### src/logic/mic_defs.svh
// Purpose: Offsets, field positions, reset values and timing counts
// Assumes: 20 MHz master clock
// Notes:   Definitions only
//
// Functional notes
// RULE1 - Reduced power slows pipeline clock to quarter
// RULE2 - Reduced power: system and tertiary clocks quarter
// RULE3 - Clock switch completes within 1-16 cycles
// RULE4 - Normal: pipeline ratio from pins, system equals master
// RULE5 - Cold reset clears reduced power bit
// RULE6 - FP width bit selects 64-bit registers
// RULE7 - Write rate field selects pattern, resets single
// RULE8 - Byte order bit resets to big-endian
// RULE9 - Swap bit reverses user mode byte order
// RULE10 - Trace bit forces miss on flow change
// RULE11 - Boot bit picks exception vector base
// RULE12 - Kernel wide bit uses extended refill vector
// RULE13 - Supervisor wide bit: wide opcodes, extended vector
// RULE14 - User wide bit: wide opcodes, else compatible
// RULE15 - Global enable clear blocks maskable interrupts
// RULE16 - Nonmaskable from pin or external write
// RULE17 - Nonmaskable never masked, goes reset vector
// RULE18 - External pins set cause bits, maskable
// RULE19 - External write enables set external bits
// RULE20 - Software pending bits change only by software
// RULE21 - Count equals compare sets timer bit
// RULE22 - Take interrupt: pending, masked, enabled, idle
`ifndef MIC_DEFS_SVH
`define MIC_DEFS_SVH

// ==========================================================
// Register numbers
`define MIC_IDX_COUNT     5'h09
`define MIC_IDX_COMPARE   5'h0b
`define MIC_IDX_STATUS    5'h0c
`define MIC_IDX_CAUSE     5'h0d
`define MIC_IDX_CONFIG    5'h10

// ==========================================================
// Status fields
`define MIC_ST_IE         0
`define MIC_ST_EXL        1
`define MIC_ST_ERL        2
`define MIC_ST_KSU_LO     3
`define MIC_ST_UX         5
`define MIC_ST_SX         6
`define MIC_ST_KX         7
`define MIC_ST_IM_LO      8
`define MIC_ST_BEV        22
`define MIC_ST_ITS        24
`define MIC_ST_RE         25
`define MIC_ST_FR         26
`define MIC_ST_RP         27
`define MIC_ST_WMASK      32'h0f40_ffff
`define MIC_ST_RESET      32'h0040_0004
`define MIC_KSU_USER      2'h2
`define MIC_KSU_SUPER     2'h1

// ==========================================================
// Cause and configuration fields
`define MIC_CA_IP_LO      8
`define MIC_CF_EP_LO      24
`define MIC_CF_BE         15
`define MIC_EP_RESET      4'h0
`define MIC_BE_RESET      1'b1

// ==========================================================
// External write data cycle
`define MIC_XW_NMI_EN     22
`define MIC_XW_NMI_VAL    6
`define MIC_XW_IRQ_EN_LO  16
`define MIC_XW_IRQ_VAL_LO 0

// ==========================================================
// Vectors and timing
`define MIC_VEC_BOOT      32'hbfc0_0000
`define MIC_VEC_NORMAL    32'h8000_0000
`define MIC_VEC_RESET     32'hbfc0_0000
`define MIC_SWITCH_MAX    16
`define MIC_SLOW_DIV      4

`endif

### src/logic/mic_pkg.sv
// Purpose: Types shared by the mode and interrupt control block
// Assumes: Constants come from mic_defs.svh
// Notes:   Types only
`default_nettype none
package mic_pkg;

   // ==========================================================
   // Carriers
   typedef struct packed {
      logic        wr;
      logic [4:0]  addr;
      logic [31:0] data;
   } mic_cp0_req_t;

   typedef struct packed {
      logic        sys_en;
      logic        tert_en;
      logic [3:0]  pipe_half_mult;
      logic        pipe_quarter;
      logic        reduced;
   } mic_clk_t;

   // ==========================================================
   // Clock generator state
   typedef enum logic [2:0] {
      MIC_CG_NORMAL  = 3'b001,
      MIC_CG_SWITCH  = 3'b010,
      MIC_CG_REDUCED = 3'b100
   } mic_cg_state_t;

   typedef struct packed {
      mic_cg_state_t st;
      logic [1:0]    div;
      logic [4:0]    wait_cnt;
      logic [1:0]    rs1;
      logic [1:0]    rs2;
      logic [1:0]    rs3;
      logic [1:0]    ratio;
   } mic_cg_st_t;

   // ==========================================================
   // Interrupt source state
   typedef struct packed {
      logic [5:0] s1;
      logic [5:0] s2;
      logic [5:0] s3;
      logic [5:0] lvl;
      logic [4:0] xw_ip;
      logic       xw_nmi;
      logic       nmi_pulse;
   } mic_src_st_t;

   // ==========================================================
   // Top state
   typedef struct packed {
      logic [31:0] status;
      logic [3:0]  ep;
      logic        be;
      logic [1:0]  sw_ip;
      logic        timer_ip;
      logic [31:0] count;
      logic [31:0] compare;
      logic        irq_take;
      logic        nmi_take;
      logic [31:0] vector;
      logic [31:0] rd_data;
   } mic_top_st_t;

endpackage
`default_nettype wire

### src/logic/mic_clkgen.sv
// Purpose: Clock enable generation for normal and reduced power
// Assumes: Ratio pins asynchronous, master clock is clk_in
// Notes:   Enables stand in for divided clocks
`timescale 1ns/1ps
`default_nettype none
`include "mic_defs.svh"
module mic_clkgen (
   input  wire logic             clk_in,
   input  wire logic             reset_in,
   input  wire logic             ce_in,
   input  wire logic             rp_req_in,
   input  wire logic [1:0]       ratio_pins_in,
   output mic_pkg::mic_clk_t     clk_out
);
   mic_pkg::mic_cg_st_t s_r;
   mic_pkg::mic_cg_st_t s_nxt;
   logic                slow;

   // ==========================================================
   // Helpers
   function automatic logic [3:0] half_mult(input logic [1:0] sel);
      unique case (sel)
         2'h0:    half_mult = 4'h6;
         2'h1:    half_mult = 4'h4;
         2'h2:    half_mult = 4'h3;
         default: half_mult = 4'h2;
      endcase
   endfunction

   assign slow = (s_r.st == mic_pkg::MIC_CG_REDUCED);

   // ==========================================================
   // Next state
   always_comb begin
      s_nxt     = s_r;
      s_nxt.rs1 = ratio_pins_in;
      s_nxt.rs2 = s_r.rs1;
      s_nxt.rs3 = s_r.rs2;
      if (s_r.rs2 == s_r.rs3) begin
         s_nxt.ratio = s_r.rs3;
      end
      s_nxt.div = s_r.div + 2'h1;
      unique case (s_r.st)
         mic_pkg::MIC_CG_NORMAL: begin
            if (rp_req_in) begin
               s_nxt.st       = mic_pkg::MIC_CG_SWITCH;
               s_nxt.wait_cnt = 5'h0;
            end
         end
         mic_pkg::MIC_CG_SWITCH: begin
            // Switch on a divider boundary so no short enable slips out
            s_nxt.wait_cnt = s_r.wait_cnt + 5'h1;
            if (s_r.div == 2'h3) begin
               s_nxt.st = rp_req_in ? mic_pkg::MIC_CG_REDUCED : mic_pkg::MIC_CG_NORMAL; // RULE3
            end
         end
         mic_pkg::MIC_CG_REDUCED: begin
            if (!rp_req_in) begin
               s_nxt.st       = mic_pkg::MIC_CG_SWITCH;
               s_nxt.wait_cnt = 5'h0;
            end
         end
         default: s_nxt.st = mic_pkg::MIC_CG_NORMAL;
      endcase
   end

   always_ff @(posedge clk_in) begin
      if (reset_in) begin
         s_r <= '{st: mic_pkg::MIC_CG_NORMAL, div: 2'h0, wait_cnt: 5'h0, rs1: 2'h0, rs2: 2'h0,
                  rs3: 2'h0, ratio: 2'h0}; // RULE5
      end else if (ce_in) begin
         s_r <= s_nxt;
      end
   end

   // ==========================================================
   // Outputs
   always_comb begin
      clk_out.reduced        = slow;
      clk_out.sys_en         = ce_in && (!slow || s_r.div == 2'h3); // RULE2 RULE4
      clk_out.tert_en        = ce_in && (!slow || s_r.div == 2'h3); // RULE2
      clk_out.pipe_half_mult = half_mult(s_r.ratio); // RULE4
      clk_out.pipe_quarter   = slow; // RULE1
   end
endmodule
`default_nettype wire

### src/logic/mic_irq_src.sv
// Purpose: Synchronise interrupt pins and apply external writes
// Assumes: Pins active low and asynchronous
// Notes:   Pin change counts once second and third stages agree
`timescale 1ns/1ps
`default_nettype none
`include "mic_defs.svh"
module mic_irq_src (
   input  wire logic        clk_in,
   input  wire logic        reset_in,
   input  wire logic        ce_in,
   input  wire logic        nmi_n_in,
   input  wire logic [4:0]  ext_irq_n_in,
   input  wire logic        ext_wr_in,
   input  wire logic [31:0] ext_data_in,
   output logic      [4:0]  ext_ip_out,
   output logic             nmi_pulse_out
);
   mic_pkg::mic_src_st_t s_r;
   mic_pkg::mic_src_st_t s_nxt;
   logic [4:0]           en;
   logic [4:0]           val;

   assign en  = ext_data_in[`MIC_XW_IRQ_EN_LO +: 5];
   assign val = ext_data_in[`MIC_XW_IRQ_VAL_LO +: 5];

   always_comb begin
      s_nxt           = s_r;
      s_nxt.s1        = ~{nmi_n_in, ext_irq_n_in};
      s_nxt.s2        = s_r.s1;
      s_nxt.s3        = s_r.s2;
      for (int i = 0; i < 6; i++) begin
         if (s_r.s2[i] == s_r.s3[i]) begin
            s_nxt.lvl[i] = s_r.s3[i];
         end
      end
      s_nxt.nmi_pulse = 1'b0;
      if (ext_wr_in) begin
         s_nxt.xw_ip = (s_r.xw_ip & ~en) | (val & en); // RULE19
         if (ext_data_in[`MIC_XW_NMI_EN]) begin
            s_nxt.xw_nmi = ext_data_in[`MIC_XW_NMI_VAL];
         end
      end
      // Edge of either source raises one pulse, never gated here
      s_nxt.nmi_pulse = (s_nxt.lvl[5] && !s_r.lvl[5]) || (s_nxt.xw_nmi && !s_r.xw_nmi); // RULE16
   end

   always_ff @(posedge clk_in) begin
      if (reset_in) begin
         s_r <= '0;
      end else if (ce_in) begin
         s_r <= s_nxt;
      end
   end

   assign ext_ip_out    = s_r.lvl[4:0] | s_r.xw_ip; // RULE18
   assign nmi_pulse_out = s_r.nmi_pulse;
endmodule
`default_nettype wire

### src/logic/mic_top.sv
// Purpose: Processor mode decode and interrupt gathering
// Assumes: Coprocessor moves arrive on cp0_req_in, one per cycle
// Notes:   Read data appears the cycle after the address
`timescale 1ns/1ps
`default_nettype none
`include "mic_defs.svh"
module mic_top #(
   parameter int COUNT_W = 32
) (
   input  wire logic                  clk_in,
   input  wire logic                  reset_in,
   input  wire logic                  ce_in,
   input  wire mic_pkg::mic_cp0_req_t cp0_req_in,
   output logic [31:0]                cp0_rd_data_out,
   input  wire logic                  nmi_n_in,
   input  wire logic [4:0]            ext_irq_n_in,
   input  wire logic                  ext_wr_in,
   input  wire logic [31:0]           ext_data_in,
   input  wire logic [1:0]            clock_ratio_select_in,
   input  wire logic                  flow_change_in,
   input  wire logic                  tlb_miss_in,
   output mic_pkg::mic_clk_t          clk_out,
   output logic                       fp_wide_regs_out,
   output logic [3:0]                 write_rate_out,
   output logic                       big_endian_out,
   output logic                       user_swap_active_out,
   output logic                       force_icache_miss_out,
   output logic                       xtlb_refill_out,
   output logic                       wide_ops_ok_out,
   output logic                       compat_user_xlate_out,
   output logic [31:0]                exc_base_out,
   output logic                       irq_take_out,
   output logic                       nmi_take_out,
   output logic [31:0]                take_vector_out
);
   if (COUNT_W != 32) begin : g_bad_width
      $error("mic_top: COUNT_W must be 32");
   end

   mic_pkg::mic_top_st_t s_r;
   mic_pkg::mic_top_st_t s_nxt;
   logic [4:0]           ext_ip;
   logic                 nmi_pulse;
   logic [7:0]           ip;
   logic [7:0]           im;
   logic [1:0]           ksu;
   logic                 busy;
   logic                 user_mode;
   logic                 super_mode;

   // ==========================================================
   // Helpers
   function automatic logic wr_hit(input mic_pkg::mic_cp0_req_t r, input logic [4:0] idx);
      wr_hit = r.wr && (r.addr == idx);
   endfunction

   // ==========================================================
   // Sub blocks
   mic_clkgen u_clkgen (
      .clk_in        (clk_in),
      .reset_in      (reset_in),
      .ce_in         (ce_in),
      .rp_req_in     (s_r.status[`MIC_ST_RP]),
      .ratio_pins_in (clock_ratio_select_in),
      .clk_out       (clk_out)
   );

   mic_irq_src u_src (
      .clk_in        (clk_in),
      .reset_in      (reset_in),
      .ce_in         (ce_in),
      .nmi_n_in      (nmi_n_in),
      .ext_irq_n_in  (ext_irq_n_in),
      .ext_wr_in     (ext_wr_in),
      .ext_data_in   (ext_data_in),
      .ext_ip_out    (ext_ip),
      .nmi_pulse_out (nmi_pulse)
   );

   // ==========================================================
   // Decode
   assign ksu        = s_r.status[`MIC_ST_KSU_LO +: 2];
   assign busy       = s_r.status[`MIC_ST_EXL] || s_r.status[`MIC_ST_ERL];
   assign user_mode  = (ksu == `MIC_KSU_USER) && !busy;
   assign super_mode = (ksu == `MIC_KSU_SUPER) && !busy;
   assign im         = s_r.status[`MIC_ST_IM_LO +: 8];
   assign ip         = {s_r.timer_ip, ext_ip, s_r.sw_ip}; // RULE18 RULE21 RULE20

   // ==========================================================
   // Next state
   always_comb begin
      s_nxt          = s_r;
      s_nxt.count    = s_r.count + 32'h1;
      s_nxt.irq_take = 1'b0;
      s_nxt.nmi_take = 1'b0;
      if (wr_hit(cp0_req_in, `MIC_IDX_STATUS)) begin
         s_nxt.status = cp0_req_in.data & `MIC_ST_WMASK; // RULE1 RULE6 RULE9 RULE10 RULE11
      end
      if (wr_hit(cp0_req_in, `MIC_IDX_CONFIG)) begin
         s_nxt.ep = cp0_req_in.data[`MIC_CF_EP_LO +: 4]; // RULE7
         s_nxt.be = cp0_req_in.data[`MIC_CF_BE]; // RULE8
      end
      if (wr_hit(cp0_req_in, `MIC_IDX_CAUSE)) begin
         s_nxt.sw_ip = cp0_req_in.data[`MIC_CA_IP_LO +: 2]; // RULE20
      end
      if (wr_hit(cp0_req_in, `MIC_IDX_COUNT)) begin
         s_nxt.count = cp0_req_in.data;
      end
      if (wr_hit(cp0_req_in, `MIC_IDX_COMPARE)) begin
         s_nxt.compare  = cp0_req_in.data;
         s_nxt.timer_ip = 1'b0;
      end
      // Match comes last so it wins over a clearing compare write
      if (s_r.count == s_r.compare) begin
         s_nxt.timer_ip = 1'b1; // RULE21
      end
      if (nmi_pulse) begin
         s_nxt.nmi_take = 1'b1; // RULE17
         s_nxt.vector   = `MIC_VEC_RESET; // RULE17
      end else if (s_r.status[`MIC_ST_IE] && !busy && |(ip & im) && !s_r.irq_take) begin
         s_nxt.irq_take = 1'b1; // RULE15 RULE22
         s_nxt.vector   = exc_base_out;
      end
      unique case (cp0_req_in.addr)
         `MIC_IDX_STATUS:  s_nxt.rd_data = s_r.status;
         `MIC_IDX_CAUSE:   s_nxt.rd_data = {16'h0, ip, 8'h0};
         `MIC_IDX_CONFIG:  s_nxt.rd_data = {4'h0, s_r.ep, 8'h0, s_r.be, 15'h0};
         `MIC_IDX_COUNT:   s_nxt.rd_data = s_r.count;
         `MIC_IDX_COMPARE: s_nxt.rd_data = s_r.compare;
         default:          s_nxt.rd_data = 32'h0;
      endcase
   end

   always_ff @(posedge clk_in) begin
      if (reset_in) begin
         s_r        <= '0;
         s_r.status <= `MIC_ST_RESET; // RULE5 RULE6
         s_r.ep     <= `MIC_EP_RESET; // RULE7
         s_r.be     <= `MIC_BE_RESET; // RULE8
      end else if (ce_in) begin
         s_r <= s_nxt;
      end
   end

   // ==========================================================
   // Mode outputs
   always_comb begin
      fp_wide_regs_out      = s_r.status[`MIC_ST_FR]; // RULE6
      write_rate_out        = s_r.ep; // RULE7
      big_endian_out        = s_r.be; // RULE8
      user_swap_active_out  = s_r.status[`MIC_ST_RE] && user_mode; // RULE9
      force_icache_miss_out = s_r.status[`MIC_ST_ITS] && flow_change_in; // RULE10
      exc_base_out          = s_r.status[`MIC_ST_BEV] ? `MIC_VEC_BOOT : `MIC_VEC_NORMAL; // RULE11
      // Refill vector choice per privilege
      xtlb_refill_out       = tlb_miss_in && (user_mode ? s_r.status[`MIC_ST_UX] :
                                              super_mode ? s_r.status[`MIC_ST_SX] :
                                              s_r.status[`MIC_ST_KX]); // RULE12 RULE13 RULE14
      wide_ops_ok_out       = user_mode ? s_r.status[`MIC_ST_UX] :
                              super_mode ? s_r.status[`MIC_ST_SX] : 1'b1; // RULE13 RULE14
      compat_user_xlate_out = !s_r.status[`MIC_ST_UX]; // RULE14
   end

   assign cp0_rd_data_out = s_r.rd_data;
   assign irq_take_out    = s_r.irq_take;
   assign nmi_take_out    = s_r.nmi_take;
   assign take_vector_out = s_r.vector;
endmodule
`default_nettype wire

### config.mk
export PLATFORM = sky130hd
export DESIGN_NAME = mic_top
export DESIGN_NICKNAME = d
export VERILOG_FILES = /design/src/logic/mic_pkg.sv /design/src/logic/mic_clkgen.sv /design/src/logic/mic_irq_src.sv /design/src/logic/mic_top.sv
export VERILOG_INCLUDE_DIRS = /design/src /design/src/logic
export SDC_FILE = /design/constraint.sdc
export NUM_CORES = 1
export LEC_CHECK = 0
export BUFFER_PORTS_ARGS = -buffer_cell sky130_fd_sc_hd__buf_2
export CORE_AREA = 4 4 140 142
export CTS_CLUSTER_SIZE = 30
export DETAILED_ROUTE_END_ITERATION = 10
export DIE_AREA = 0 0 144 146
export GPL_ROUTABILITY_DRIVEN = 0
export GPL_TIMING_DRIVEN = 0
export PLACE_DENSITY = 0.82
export REMOVE_ABC_BUFFERS = 1
export SLEW_MARGIN = 20
export SYNTH_ARGS = -nofsm -noshare
export SYNTH_HDL_FRONTEND = slang
export SYNTH_SLANG_ARGS = --single-unit
### constraint.sdc
create_clock -name clk_in -period 4.37 [get_ports clk_in]
set_input_delay 0.437 -clock clk_in [delete_from_list [all_inputs] [get_ports clk_in]]
set_output_delay 0.437 -clock clk_in [all_outputs]
set_load 0.02 [all_outputs]
==> flow_summary.toml <==
[drt]
dr.pass1.iters = 10
drtIter0Drc = 818
avgRoutedWirePerCell_um = 16.8
routed_wl_um = 23500
drc = 0
postRouteAntennaNets = 0
via_count = 8104
vias_per_cell = 5.80

[placement]
dpl_cell_area_sq_mm = 0.00922
dp_hpwl_um = 16000
port_buffers = 132

[min_path]
min_from = "ext_irq_n_in[1]"
hp-class = "primary input to flop"
min_path_cells = 2
min_to = "u_src.s_nxt[20]"

[clock_tree]
cts.sinks = 173
cts_buffer_depth = 2
clk_pin_slew_worst_paths_ns = 0.07
cts_setup_buffers = 0
holdBufCountCts = 0
root_buffer = "clkbuf_16"
cts.repair.resized = 0
htree_levels = 4
clk_latency_ns = 0.43
cts_tree = "built"
cts_buffers = 17

[floorplan]
die_x_um = 144
core.rowCount = 50
die_area_sq_mm = 0.0210
io_pins = 201
fp.coreArea_sq_mm = 0.0185
initial_utilization_pct = 49.1
fp.dieH_um = 146

[timing]
max_slew_margin_pct = 31.8
grt_setup_unrepaired = "false"
timing.fmax_mhz = 325
finalCriticalPeriod_ns = 3.08
worst_pin_slew_ns = 1.02
final-setup-viol-count = 0
slew_viol_final = 0
period_share_pct = 70.4
final_hold_viol_count = 0
skew_ns = 0.00950

[pwr]
sequentialPowerShare_pct = 47.5
leakage_nw = 3.88
ir_drop_v = 0.000250
switching_share_pct = 24.0
switchingPower_uw = 820
intPower_mw = 2.60
p_comb_share_pct = 7.0
power_density_mw_per_mm2 = 348
power_frac_clock_pct = 45.5
finalPower_mw = 3.42

[synth]
ys_ff_latch = 173
ys_seq_area_share_pct = 38.3
netlist_instances = 1140
async_flop_share_pct = 0
synthDistinctLibCells = 62
synth_area_sq_mm = 0.00905
synth_edf_count = 0
synth_area_per_cell_sq_um = 7.94
synth_top_flop_cell = "dfxtp_1"
ys.warnings.count = 0

[grt]
grt_pass1_wl_um = 38200
antenna_found_initial = 1
track_usage_pct = 22.1
grt_max_degree = 85
grt_pass1_vias = 7505
overflow = 0

[worst_setup_path]
r2r_slack_ns = 1.66
reg2regPathDepth = 6
end_kind = "flop"
startpoint_type = "primary input"
reg2reg_to = "s_r[122]"
arrival_ns = 3.39
crit_path_max_fanout = 34
timing.rr.start = "s_r[99]"
critPathKind = "primary input to flop"
cp.required_ns = 4.69

[job]
maxCapViolations = 0

[finish]
syn2layout_area_growth_pct = 8.50
final_area_sq_mm = 0.00982
utilization_pct = 53.2
mostFrequentLayoutCell = "dfxtp_1"
finalNetCount = 1237
drive_above_1_share_pct = 16.0
layout_common_cells = "dfxtp_1, nand2_1, buf_2"

[status]
status = "finished clean"
-- worst max path at each step --
stage / from / to / slack (ns) / cells after the start
detailed placement: cp0_req_in[36] / ip[7] / 0.86 / 5
floorplan: cp0_req_in[36] / s_r[66] / 1.04 / 5
CTS: cp0_req_in[36] / ip[7] / 1.34 / 5
global route: cp0_req_in[36] / ip[7] / 1.13 / 5
finish: cp0_req_in[36] / ip[7] / 1.29 / 5
global placement: ce_in / fp_wide_regs_out / -1.06 / 5
-- cell type report --
cell class,count,area [sq um]
Inverter,8,32.5
Sequential cell,173,3460
Multi-Input combinational cell,812,4640
Fill cell,1709,8630
Tap cell,234,293
Clock inverter,9,139
Clock buffer,21,460
Antenna cell,2,5.00
Timing Repair Buffer,139,786
-- kinds of logic after synthesis --
family	share of synthesized area, %
buffers and inverters	12.7
AO/OA/AOI/OAI	20.8
AND/OR/NAND/NOR	20.8
flip-flops	38.3
other	0.0829
XOR/XNOR	3.39
adder cells (fa/ha/maj)	0.276
multiplexers	3.70
-- cell usage after synthesis (8+ instances only) --
cell,count,area [sq um]
a211oi_1,11,82.6
a21o_1,10,75.1
a21oi_1,113,566
a222oi_1,11,110
a22o_1,29,254
a22oi_1,15,113
and3_1,16,100
buf_4,105,788
clkbuf_1,80,300
dfxtp_1,173,3460
inv_1,8,30.0
mux2i_1,29,290
nand2_1,173,649
nand3_1,31,155
nand4_1,13,81.3
nor2_1,83,312
nor2b_1,14,87.6
nor3_1,14,70.1
nor4_1,15,93.8
o21ai_0,55,275
o2bb2ai_1,14,123
xnor2_1,11,96.3
xor2_1,24,210
-- sequential cells by signal, indices dropped and copies added (netlist names), 2 cells and up, named ones only --
name	flops
cp0_rd_data_out	32
im	8
ip	3
ksu	2
s_r	74
take_vector_out	2
u_clkgen.s_nxt	4
u_clkgen.s_r	9
u_src.s_nxt	12
u_src.s_r	13
write_rate_out	4
-- per-stage QoR --
stage	hold WS [ns]	setup slack, ns	instances	setup TNS (ns)
global placement	0.441	-1.06	1359	-60.79
finish	0.173	1.29	1398	0
CTS	0.165	1.34	1396	0
floorplan	0.425	1.04	993	0
global route	0.183	1.13	1397	0
detailed placement	0.450	0.858	1366	0
-- power groups by stage --
stage               registers [mW]  clock network, mW  logic (mW)
detailed placement            1.66                  0       0.236
floorplan                     1.66                  0       0.116
finish                        1.62               1.55       0.239
global route                  1.63               1.63       0.263
global placement              1.66                  0       0.226
CTS                           1.62               1.57       0.237
-- critical path, cell delays in order --
cell and delay (ns):
buf_2 0.12, nor3b_2 0.69, and3_2 0.82, nand3_2 0.77
a32o_1 0.53
-- metal layers --
layer | part of all wire [%] | vias up | wire length [um] | track usage (%)
met3 | 7.7 | 40 | 1820 | 4.44
met4 | 2.3 | 0 | 533 | 7.02
met1 | 43 | 3829 | 10000 | 29.6
met5 | 0 | - | 0 | 0
met2 | 47 | 361 | 11200 | 35.5
li1 | - | 3874 | - | -
(Power assumes the default switching activity.)
